===== config.mk =====
export PLATFORM = sky130hd
export DESIGN_NAME = video_input_route_control
export DESIGN_NICKNAME = d
export VERILOG_FILES = /design/src/include/video_route_pkg.sv /design/src/rtl/pin_sync.sv /design/src/rtl/route_switch.sv /design/src/rtl/video_input_route_control.sv
export SDC_FILE = /design/constraint.sdc
export NUM_CORES = 1
export LEC_CHECK = 0
export BUFFER_PORTS_ARGS = -buffer_cell sky130_fd_sc_hd__clkbuf_2
export CAP_MARGIN = 20
export CELL_PAD_IN_SITES_DETAIL_PLACEMENT = 1
export CELL_PAD_IN_SITES_GLOBAL_PLACEMENT = 2
export CORE_UTILIZATION = 41
export DETAILED_ROUTE_END_ITERATION = 7
export MAX_ROUTING_LAYER = met4
export PLACE_DENSITY_LB_ADDON = 0.08
export SYNTH_ARGS = -nofsm -noshare
export SYNTH_HDL_FRONTEND = slang
export SYNTH_SLANG_ARGS = --single-unit

===== constraint.sdc =====
create_clock -name sys_clk -period 3.5 [get_ports sys_clk]
set_input_delay 0 -clock sys_clk [delete_from_list [all_inputs] [get_ports sys_clk]]
set_output_delay 0 -clock sys_clk [all_outputs]
set_load 0.02 [all_outputs]

===== src/include/video_route_pkg.sv =====
// Constants, field layouts and carrier types for the analog input routing block.
// Assumes a single system clock and a serial configuration port on the top.
package video_route_pkg;

  // Register offsets in the input/output map
  localparam logic [7:0] OFS_CONV01 = 8'hC3;
  localparam logic [7:0] OFS_MANUAL_CONV2 = 8'hC4;
  localparam logic [7:0] OFS_CONV3 = 8'hF3;
  localparam logic [7:0] OFS_FORMAT_SEL = 8'hE0;
  localparam logic [7:0] OFS_FORMAT_MODE = 8'hE1;

  // Field positions
  localparam int MANUAL_EN_BIT = 7;
  localparam int CONV0_LSB = 0;
  localparam int CONV1_LSB = 4;
  localparam int CONV2_LSB = 0;
  localparam int CONV3_LSB = 4;
  localparam int FMT_SEL_LSB = 0;
  localparam int SDPATH_LSB = 4;
  localparam int MODE_LSB = 0;
  localparam int STD_LSB = 4;

  // Reset values
  localparam logic [7:0] RST_CONV01 = 8'h00;
  localparam logic [7:0] RST_MANUAL_CONV2 = 8'h00;
  localparam logic [7:0] RST_CONV3 = 8'h00;
  localparam logic [7:0] RST_FORMAT_SEL = 8'h00;
  localparam logic [7:0] RST_FORMAT_MODE = 8'h00;

  // Implemented bits; the rest read as zero
  localparam logic [7:0] MASK_CONV01 = 8'hFF;
  localparam logic [7:0] MASK_MANUAL_CONV2 = 8'h8F;
  localparam logic [7:0] MASK_CONV3 = 8'hF0;
  localparam logic [7:0] MASK_FORMAT_SEL = 8'h3F;
  localparam logic [7:0] MASK_FORMAT_MODE = 8'hFF;

  // Routing selection codes
  localparam logic [3:0] CODE_IN1 = 4'h1;
  localparam logic [3:0] CODE_IN2 = 4'h2;
  localparam logic [3:0] CODE_IN3 = 4'hC;
  localparam logic [3:0] CODE_IN4 = 4'h4;
  localparam logic [3:0] CODE_IN5 = 4'h5;
  localparam logic [3:0] CODE_IN6 = 4'h6;

  localparam int NUM_CONV = 4;
  localparam int NUM_AIN = 6;

  // One switch bit per analog input pin, bit 0 is input 1
  typedef logic [NUM_AIN-1:0] ain_switch_t;
  typedef ain_switch_t [NUM_CONV-1:0] switch_bank_t;

  // Inputs each converter can physically reach
  localparam ain_switch_t CONV0_REACH = 6'h3F;
  localparam ain_switch_t CONV1_REACH = 6'h3C;
  localparam ain_switch_t CONV2_REACH = 6'h3A;
  localparam ain_switch_t CONV3_REACH = 6'h08;

  // Arbitrary serial device address
  localparam logic [6:0] DEV_ADDR_DEFAULT = 7'h20;

  typedef struct packed {
    logic manual_route_enable;
    logic [3:0] route_sel;
  } route_cfg_t;

  typedef struct packed {
    logic [3:0] input_format_select;
    logic [1:0] sd_path_select;
    logic [3:0] core_mode_group;
    logic [3:0] video_standard_code;
  } format_cfg_t;

  typedef enum logic [3:0] {
    ST_IDLE = 4'h0,
    ST_ADDR = 4'h1,
    ST_ACK_ADDR = 4'h2,
    ST_SUB = 4'h3,
    ST_ACK_SUB = 4'h4,
    ST_WDATA = 4'h5,
    ST_ACK_WDATA = 4'h6,
    ST_RDATA = 4'h7,
    ST_RACK = 4'h8
  } serial_state_t;

endpackage : video_route_pkg


===== src/rtl/pin_sync.sv =====
// Two-flop synchronisers for the serial configuration pins.
// Assumes inputs arrive asynchronously to sys_clk.
`timescale 1ns/1ns
module pin_sync (
  input wire logic sys_clk,
  input wire logic rst,
  input wire logic [1:0] pin_i,
  output logic [1:0] pin_q
);
  logic [1:0] meta_q;

  genvar i;
  generate
    for (i = 0; i < 2; i++) begin : g_bit
      always_ff @(posedge sys_clk or posedge rst) begin
        if (rst) begin
          meta_q[i] <= 1'b1;
          pin_q[i] <= 1'b1;
        end else begin
          meta_q[i] <= pin_i[i];
          pin_q[i] <= meta_q[i];
        end
      end
    end
  endgenerate
endmodule : pin_sync


===== src/rtl/route_switch.sv =====
// Decodes one converter's routing selection into analog switch enables.
// Assumes the configuration comes from registers on the same clock.
`timescale 1ns/1ns
module route_switch #(
  parameter video_route_pkg::ain_switch_t REACH = video_route_pkg::CONV0_REACH
) (
  input wire logic sys_clk,
  input wire logic rst,
  input video_route_pkg::route_cfg_t cfg,
  output video_route_pkg::ain_switch_t sw_q
);
  import video_route_pkg::*;

  ain_switch_t code_hit;
  ain_switch_t sw_d;

  always_comb begin
    code_hit = '0;
    unique case (cfg.route_sel)
      CODE_IN1: code_hit = 6'h01;
      CODE_IN2: code_hit = 6'h02;
      CODE_IN3: code_hit = 6'h04;
      CODE_IN4: code_hit = 6'h08;
      CODE_IN5: code_hit = 6'h10;
      CODE_IN6: code_hit = 6'h20;
      default: code_hit = 6'h00;
    endcase
    sw_d = cfg.manual_route_enable ? (code_hit & REACH) : 6'h00;
  end

  always_ff @(posedge sys_clk or posedge rst) begin
    if (rst) begin
      sw_q <= 6'h00;
    end else begin
      sw_q <= sw_d;
    end
  end
endmodule : route_switch


===== src/rtl/video_input_route_control.sv =====
// Analog input routing configuration: serial register port, register file
// and the four converter switch decoders.
// Assumes an external pull-up on the data line and scl/sda from pins.
//
// Behaviour
// - Converters are routed only by manual control; switches stay open until enable is set.
// - Manual routing enable lives in bit 7 of register C4.
// - Routing touches only switches; format fields are programmed separately.
// - Converter 0 selection lives in bits 3 to 0 of register C3.
// - Converter 1 selection lives in bits 7 to 4 of register C3.
// - Converter 2 selection lives in bits 3 to 0 of register C4.
// - Converter 3 selection lives in bits 7 to 4 of register F3.
// - Converter 0 reaches inputs 1, 2, 4, 5, 6 and 3 by code.
// - Converter 1 reaches inputs 4, 5, 6, 3; codes 0001, 0010 unconnected.
// - Converter 2 reaches inputs 2, 4, 5, 6; codes 0001, 1100 unconnected.
// - Converter 3 reaches input 4 only, with code 0100.
`timescale 1ns/1ns
module video_input_route_control #(
  parameter logic [6:0] DEV_ADDR = video_route_pkg::DEV_ADDR_DEFAULT
) (
  input wire logic sys_clk,
  input wire logic rst,
  input wire logic scl_i,
  input wire logic sda_i,
  output logic sda_o,
  output logic sda_oe,
  output video_route_pkg::switch_bank_t conv_switch,
  output logic manual_route_enable,
  output video_route_pkg::format_cfg_t format_cfg
);
  import video_route_pkg::*;

  // Pin synchronisation
  logic [1:0] pins_s;
  logic scl_s;
  logic sda_s;
  logic scl_prev_q;
  logic sda_prev_q;

  pin_sync u_sync (
    .sys_clk(sys_clk),
    .rst(rst),
    .pin_i({scl_i, sda_i}),
    .pin_q(pins_s)
  );

  assign scl_s = pins_s[1];
  assign sda_s = pins_s[0];

  always_ff @(posedge sys_clk or posedge rst) begin
    if (rst) begin
      scl_prev_q <= 1'b1;
      sda_prev_q <= 1'b1;
    end else begin
      scl_prev_q <= scl_s;
      sda_prev_q <= sda_s;
    end
  end

  logic scl_rise;
  logic scl_fall;
  logic bus_start;
  logic bus_stop;

  assign scl_rise = scl_s & ~scl_prev_q;
  assign scl_fall = ~scl_s & scl_prev_q;
  assign bus_start = scl_s & scl_prev_q & sda_prev_q & ~sda_s;
  assign bus_stop = scl_s & scl_prev_q & ~sda_prev_q & sda_s;

  // Register file
  logic [7:0] conv01_q;
  logic [7:0] conv01_d;
  logic [7:0] manual_conv2_q;
  logic [7:0] manual_conv2_d;
  logic [7:0] conv3_q;
  logic [7:0] conv3_d;
  logic [7:0] format_sel_q;
  logic [7:0] format_sel_d;
  logic [7:0] format_mode_q;
  logic [7:0] format_mode_d;

  logic reg_wr;
  logic [7:0] reg_addr;
  logic [7:0] reg_wdata;
  logic [7:0] reg_rdata;

  always_comb begin
    conv01_d = conv01_q;
    manual_conv2_d = manual_conv2_q;
    conv3_d = conv3_q;
    format_sel_d = format_sel_q;
    format_mode_d = format_mode_q;
    if (reg_wr) begin
      unique case (reg_addr)
        OFS_CONV01: conv01_d = reg_wdata & MASK_CONV01;
        OFS_MANUAL_CONV2: manual_conv2_d = reg_wdata & MASK_MANUAL_CONV2;
        OFS_CONV3: conv3_d = reg_wdata & MASK_CONV3;
        OFS_FORMAT_SEL: format_sel_d = reg_wdata & MASK_FORMAT_SEL;
        OFS_FORMAT_MODE: format_mode_d = reg_wdata & MASK_FORMAT_MODE;
        default: begin
        end
      endcase
    end
  end

  always_ff @(posedge sys_clk or posedge rst) begin
    if (rst) begin
      conv01_q <= RST_CONV01;
      manual_conv2_q <= RST_MANUAL_CONV2;
      conv3_q <= RST_CONV3;
      format_sel_q <= RST_FORMAT_SEL;
      format_mode_q <= RST_FORMAT_MODE;
    end else begin
      conv01_q <= conv01_d;
      manual_conv2_q <= manual_conv2_d;
      conv3_q <= conv3_d;
      format_sel_q <= format_sel_d;
      format_mode_q <= format_mode_d;
    end
  end

  // Read-back; unmapped offsets read zero
  always_comb begin
    unique case (reg_addr)
      OFS_CONV01: reg_rdata = conv01_q;
      OFS_MANUAL_CONV2: reg_rdata = manual_conv2_q;
      OFS_CONV3: reg_rdata = conv3_q;
      OFS_FORMAT_SEL: reg_rdata = format_sel_q;
      OFS_FORMAT_MODE: reg_rdata = format_mode_q;
      default: reg_rdata = 8'h00;
    endcase
  end

  // Format fields go downstream untouched by routing
  always_comb begin
    format_cfg.input_format_select = format_sel_q[FMT_SEL_LSB +: 4];
    format_cfg.sd_path_select = format_sel_q[SDPATH_LSB +: 2];
    format_cfg.core_mode_group = format_mode_q[MODE_LSB +: 4];
    format_cfg.video_standard_code = format_mode_q[STD_LSB +: 4];
  end

  assign manual_route_enable = manual_conv2_q[MANUAL_EN_BIT];

  // Converter switch decoders
  route_cfg_t conv_cfg [NUM_CONV];
  logic [3:0] conv_sel [NUM_CONV];
  localparam ain_switch_t REACH_TAB [NUM_CONV] = '{CONV0_REACH, CONV1_REACH,
                                                   CONV2_REACH, CONV3_REACH};

  assign conv_sel[0] = conv01_q[CONV0_LSB +: 4];
  assign conv_sel[1] = conv01_q[CONV1_LSB +: 4];
  assign conv_sel[2] = manual_conv2_q[CONV2_LSB +: 4];
  assign conv_sel[3] = conv3_q[CONV3_LSB +: 4];

  genvar c;
  generate
    for (c = 0; c < NUM_CONV; c++) begin : g_conv
      assign conv_cfg[c].manual_route_enable = manual_route_enable;
      assign conv_cfg[c].route_sel = conv_sel[c];
      route_switch #(
        .REACH(REACH_TAB[c])
      ) u_switch (
        .sys_clk(sys_clk),
        .rst(rst),
        .cfg(conv_cfg[c]),
        .sw_q(conv_switch[c])
      );
    end
  endgenerate

  // Serial configuration port
  serial_state_t state_q;
  serial_state_t state_d;
  logic [7:0] shift_q;
  logic [7:0] shift_d;
  logic [2:0] bit_idx_q;
  logic [2:0] bit_idx_d;
  logic full_q;
  logic full_d;
  logic [7:0] ptr_q;
  logic [7:0] ptr_d;
  logic drive_q;
  logic drive_d;

  assign reg_addr = ptr_q;
  assign reg_wdata = shift_q;
  assign sda_o = 1'b0;
  assign sda_oe = drive_q;

  always_comb begin
    state_d = state_q;
    shift_d = shift_q;
    bit_idx_d = bit_idx_q;
    full_d = full_q;
    ptr_d = ptr_q;
    drive_d = drive_q;
    reg_wr = 1'b0;
    if (bus_start) begin
      state_d = ST_ADDR;
      bit_idx_d = 3'h0;
      full_d = 1'b0;
      drive_d = 1'b0;
    end else if (bus_stop) begin
      state_d = ST_IDLE;
      drive_d = 1'b0;
    end else begin
      unique case (state_q)
        ST_IDLE: begin
          drive_d = 1'b0;
        end
        ST_ADDR, ST_SUB, ST_WDATA: begin
          if (scl_rise && !full_q) begin
            shift_d = {shift_q[6:0], sda_s};
            bit_idx_d = bit_idx_q + 3'h1;
            full_d = (bit_idx_q == 3'h7);
          end else if (scl_fall && full_q) begin
            full_d = 1'b0;
            bit_idx_d = 3'h0;
            if (state_q == ST_ADDR) begin
              if (shift_q[7:1] == DEV_ADDR) begin
                state_d = ST_ACK_ADDR;
                drive_d = 1'b1;
              end else begin
                state_d = ST_IDLE;
              end
            end else if (state_q == ST_SUB) begin
              ptr_d = shift_q;
              state_d = ST_ACK_SUB;
              drive_d = 1'b1;
            end else begin
              reg_wr = 1'b1;
              state_d = ST_ACK_WDATA;
              drive_d = 1'b1;
            end
          end
        end
        ST_ACK_ADDR: begin
          if (scl_fall) begin
            if (shift_q[0]) begin
              shift_d = reg_rdata;
              drive_d = ~reg_rdata[7];
              bit_idx_d = 3'h0;
              state_d = ST_RDATA;
            end else begin
              drive_d = 1'b0;
              state_d = ST_SUB;
            end
          end
        end
        ST_ACK_SUB: begin
          if (scl_fall) begin
            drive_d = 1'b0;
            state_d = ST_WDATA;
          end
        end
        ST_ACK_WDATA: begin
          if (scl_fall) begin
            drive_d = 1'b0;
            ptr_d = ptr_q + 8'h01;
            state_d = ST_WDATA;
          end
        end
        ST_RDATA: begin
          if (scl_fall) begin
            if (bit_idx_q == 3'h7) begin
              drive_d = 1'b0;
              state_d = ST_RACK;
            end else begin
              shift_d = {shift_q[6:0], 1'b0};
              drive_d = ~shift_q[6];
              bit_idx_d = bit_idx_q + 3'h1;
            end
          end
        end
        ST_RACK: begin
          if (scl_rise) begin
            if (sda_s) begin
              state_d = ST_IDLE;
            end else begin
              ptr_d = ptr_q + 8'h01;
            end
          end else if (scl_fall) begin
            shift_d = reg_rdata;
            drive_d = ~reg_rdata[7];
            bit_idx_d = 3'h0;
            state_d = ST_RDATA;
          end
        end
        default: begin
          state_d = ST_IDLE;
          drive_d = 1'b0;
        end
      endcase
    end
  end

  always_ff @(posedge sys_clk or posedge rst) begin
    if (rst) begin
      state_q <= ST_IDLE;
      shift_q <= 8'h00;
      bit_idx_q <= 3'h0;
      full_q <= 1'b0;
      ptr_q <= 8'h00;
      drive_q <= 1'b0;
    end else begin
      state_q <= state_d;
      shift_q <= shift_d;
      bit_idx_q <= bit_idx_d;
      full_q <= full_d;
      ptr_q <= ptr_d;
      drive_q <= drive_d;
    end
  end

endmodule : video_input_route_control


==> results_tabular.tex <==
\begin{tabular}{lr}
\hline
Metric & Value \\
\hline
\multicolumn{2}{l}{\textbf{Synth}} \\
\quad Most area-consuming cells after synthesis & dfrtp\_1, mux2\_2, dfstp\_2 \\
\quad Post-Syn Instances & between 400 and 500 \\
\quad Yosys warning total & 0 \\
\quad Most instantiated flip-flop cell in the synthesis netlist & dfrtp\_1 \\
\quad Number of synthesized flops with an enable pin & 0 \\
\quad Post-Synthesis Mean Instance Area & 10.2 um2 \\
\quad Top post-synthesis cells by count & dfrtp\_1, mux2\_2, nand2\_1, nor2\_1, o21ai\_0 \\
\quad Flip-flop and latch count after synthesis & 77 \\
\quad Most frequently used cell type in the post-synthesis netlist & dfrtp\_1 \\
\quad Syn Std Cell Area & about 0.0042 mm2 \\
\quad Library cell occupying the most area in the post-synthesis netlist & dfrtp\_1 \\
\quad Unique masters post-synth & 64 \\
\quad Post-synth ARST share & 100\% \\
\quad Synth top area share & between 40 and 50\% \\
\quad Sequential-to-total area share from yosys stat & a little under half \\
\multicolumn{2}{l}{\textbf{Timing}} \\
\quad Max transition margin & approximately a quarter \\
\quad Final setup skew & between 0.009 and 0.01 ns \\
\quad Final worst hold slack & approximately 0.27 ns \\
\quad Total negative slack & 0 ns \\
\quad Minimum period implied by the final worst setup slack & 2.82 ns \\
\quad Worst-margin pin slew & around 1.1 ns \\
\quad Highest attainable clock frequency & $\sim$350 MHz \\
\quad Number of endpoints failing setup at the final stage & 0 \\
\quad Crit share post-route & 80.6\% \\
\quad Final count of hold timing violations & 0 \\
\quad Max Transition Viols Final & 0 \\
\quad Unrepaired setup endpoints after global routing & false \\
\multicolumn{2}{l}{\textbf{Clock network}} \\
\quad PostCTS Resize Cnt & 0 \\
\quad Clock tree buffer depth & 2 \\
\quad H-tree level count & 3 \\
\quad Later-pin clock latency in the skew report & between 0.3 and 0.4 ns \\
\quad TritonCTS clock tree & built \\
\quad Clock transition time at the flip-flop clock pins of the worst setup and hold paths & about 0.090 ns \\
\quad Number of setup buffers added after CTS & 0 \\
\quad Number of sinks driven by the clock tree & slightly below 80 \\
\quad Root Buffer & clkbuf\_8 \\
\quad Number of CTS-inserted buffers & 9 \\
\multicolumn{2}{l}{\textbf{Die}} \\
\quad Ports & 45 \\
\quad Width of the die & just over 100 um \\
\quad Floorplan Core Area & about 0.0098 mm2 \\
\quad Rows & 36 \\
\quad Initial Utilization & a little over two fifths \\
\quad Floorplan die area & $\sim$0.011 mm2 \\
\quad Chip height & around 100 um \\
\multicolumn{2}{l}{\textbf{Worst setup path}} \\
\quad Largest incremental delay on the critical path & approximately 0.85 ns \\
\quad Critical register-to-register path endpoint & ptr\_q[2]\$\_DFFE\_PP0P\_ \\
\quad Number of buffer and inverter stages on the critical path & 0 \\
\quad Setup Crit Path Kind & register to register \\
\quad Cell with the largest stage delay on the worst path & a221oi\_2 \\
\quad Worst reg2reg path depth & 5 \\
\quad R2R setup slack & between 0.6 and 0.7 ns \\
\quad Origin of the critical flop-to-flop path & state\_q[1]\$\_DFFE\_PP0P\_ \\
\quad Cell class contributing the biggest share of worst-path delay & compound AO/OA/AOI/OAI gates \\
\quad Required time of the critical path & 3.75 ns \\
\quad Data arrival, critical path & about 3.1 ns \\
\quad Cell depth of the worst setup path & 5 \\
\quad Worst Setup Start Kind & register \\
\quad Capturing element type of the critical path & register \\
\quad Worst-path fanout max & 21 \\
\quad Critical-path cell list & or4b\_1 > o2bb2ai\_1 > a221oi\_2 > o21ai\_0 > a22o\_1 \\
\multicolumn{2}{l}{\textbf{GRT}} \\
\quad Global-route wire length before repair & between 15000 and 20000 um \\
\quad Grt ovf & 0 \\
\quad Total global-route track usage & about a quarter \\
\quad Number of global-route vias before repair & between 3000 and 4000 \\
\quad Pin count of the biggest net entering global routing & 45 \\
\quad Number of antenna violations at the first check in global routing & 0 \\
\multicolumn{2}{l}{\textbf{Finish}} \\
\quad Cell area after layout & 0.00469 mm2 \\
\quad Share of cells above drive strength 1 & between 20\% and 30\% \\
\quad Count of non-filler cells in the finished layout & 578 \\
\quad Diodes inserted & 0 \\
\quad Net count, final & approximately 450 \\
\quad Layout overhead on the synthesized area & 12.3\% \\
\multicolumn{2}{l}{\textbf{Route}} \\
\quad Via count & roughly 3300 \\
\quad Drt pass-1 iters & 4 \\
\quad Count of nets left with antenna violations after detail routing & 0 \\
\quad DRC violation count after routing & 0 \\
\quad Routed wire per std cell & between 15 and 20 um \\
\quad Via count normalized by instance count & $\sim$5.7 \\
\quad Post-Route WL & about 11000 um \\
\quad Starting DRT DRC Count & 110 \\
\multicolumn{2}{l}{\textbf{Min path}} \\
\quad Cell depth of the worst hold path & 2 \\
\quad Launch instance of the worst min-delay path & scl\_i \\
\quad End of the worst hold path & u\_sync.meta\_q[1]\$\_DFF\_PP1\_ \\
\quad Worst hold path class & input pin to register \\
\multicolumn{2}{l}{\textbf{Placement}} \\
\quad Placed instance count & around 560 \\
\quad DP HPWL & about 8000 um \\
\quad Gpl congestion & around 0.86 \\
\quad Cell area after placement & 0.00442 mm2 \\
\quad I/O Buffers & 34 \\
\multicolumn{2}{l}{\textbf{Run}} \\
\quad Number of max-cap violations & 0 \\
\multicolumn{2}{l}{\textbf{Power and ir drop}} \\
\quad Leakage power & $\sim$2 nW \\
\quad Overall power of the completed layout & $\sim$3.3 mW \\
\quad Power per cell area & around 710 mW/mm2 \\
\quad IR Drop Worst-Case VDD & 0.311 mV \\
\multicolumn{2}{l}{\textbf{Status}} \\
\quad Status & complete, no violations \\
\hline
\end{tabular}
worst register-to-register path: cells and delay by family, from the launching register on:
| family | cells | cell delay (ns) |
|---|---|---|
| AO/OA/AOI/OAI | 4 | 1.52 |
| flip-flops | 1 | 0.78 |
| AND/OR/NAND/NOR | 1 | 0.41 |
worst max path at each step:
stage / from / end / slack, ns
2_1_floorplan: scl_prev_q$_DFF_PP1_ / reg_wdata[1]$_DFFE_PP0P_ / 1.21
3_3_place_gp: state_q[1]$_DFFE_PP0P_ / ptr_q[2]$_DFFE_PP0P_ / 0.76
3_5_place_dp: state_q[1]$_DFFE_PP0P_ / ptr_q[2]$_DFFE_PP0P_ / 0.69
4_1_cts: state_q[1]$_DFFE_PP0P_ / ptr_q[2]$_DFFE_PP0P_ / 0.67
5_1_grt: state_q[1]$_DFFE_PP0P_ / ptr_q[2]$_DFFE_PP0P_ / 0.34
6_report: state_q[1]$_DFFE_PP0P_ / ptr_q[2]$_DFFE_PP0P_ / 0.68
per-stage QoR:
stage	util (%)	setup slack, ns
floorplan	-	1.21
global placement	45.0	0.758
detailed placement	45.0	0.686
CTS	47.8	0.667
global route	47.8	0.342
finish	47.8	0.679
per-layer routing:
metal / vias up / part of all wire, % / global-route usage, %
met5: - / 0 / -
met4: 0 / 1.8 / 7.91
met3: 19 / 2.8 / 5.15
met2: 58 / 50 / 38.6
met1: 1665 / 45 / 29.8
li1: 1554 / - / -
power breakdown:
part,internal (mW),leakage (nW),switching (mW)
Sequential,1.01,1.02,0.291
Clock,0.483,0.123,0.363
Combinational,0.480,0.909,0.688
cell families (layout without fill, tap and decap cells):
logic type | Yosys count | count (layout) | synth area share, %
mux | 43 | 43 | 11.5
simple gates | 141 | 141 | 18.6
compound gates | 94 | 94 | 15.9
flops | 77 | 77 | 46.3
fa+ha+maj | 8 | 8 | 2.40
buf+inv | 44 | 71 | 5.06
xor+xnor | 1 | 1 | 0.210
other cells | 1 | 10 | 0.0898
sequential cells by signal (all words and copies together), names as in the netlist, 4 cells and up:
name / count
g_conv.u_switch.sw_q: 15
conv01_q: 8
format_mode_q: 8
ptr_q: 8
reg_wdata: 8
format_sel_q: 6
manual_conv2_q: 5
conv3_q: 4
state_q: 4
final cells by class:
class	instances	area (um2)
repair buffers	40	223
inverters	15	57.6
clock buffers	10	128
flip-flops and latches	77	1930
fillers	1144	5130
multi-input cells	297	2070
well taps	133	166
clock inverters	6	119
cells in the final DEF, fill, tap and decap left out, types with 3 or more instances in the layout:
| cell type | instances |
|---|---|
| nor2_1 | 22 |
| mux2i_1 | 3 |
| mux2_2 | 40 |
| buf_4 | 3 |
| nor4b_1 | 5 |
| a22oi_1 | 4 |
| conb_1 | 10 |
| a21o_1 | 4 |
| nand4_1 | 3 |
| clkbuf_2 | 34 |
| o22a_1 | 3 |
| o21ai_0 | 19 |
| clkbuf_8 | 9 |
| nand3b_1 | 9 |
| nand3_1 | 11 |
| o32ai_1 | 4 |
| nand2b_1 | 10 |
| nand2_1 | 39 |
| a211oi_1 | 7 |
| a221oi_1 | 9 |
| bufinv_16 | 3 |
| dfrtp_1 | 71 |
| ha_1 | 8 |
| dfstp_2 | 6 |
| o22ai_1 | 7 |
| inv_1 | 14 |
| nor3_1 | 10 |
| dlygate4sd3_1 | 3 |
| nor3b_1 | 3 |
| nor2b_1 | 5 |
| a21oi_1 | 16 |
| nor4_1 | 5 |
| and2_1 | 3 |
repair_timing:
action | in CTS | in global routing
endpoints found under the setup margin | 0 | 0
hold endpoints to repair | 39 | 0
hold buffers | 3 | 0
No activity file was read; power rests on OpenSTA's default activity.
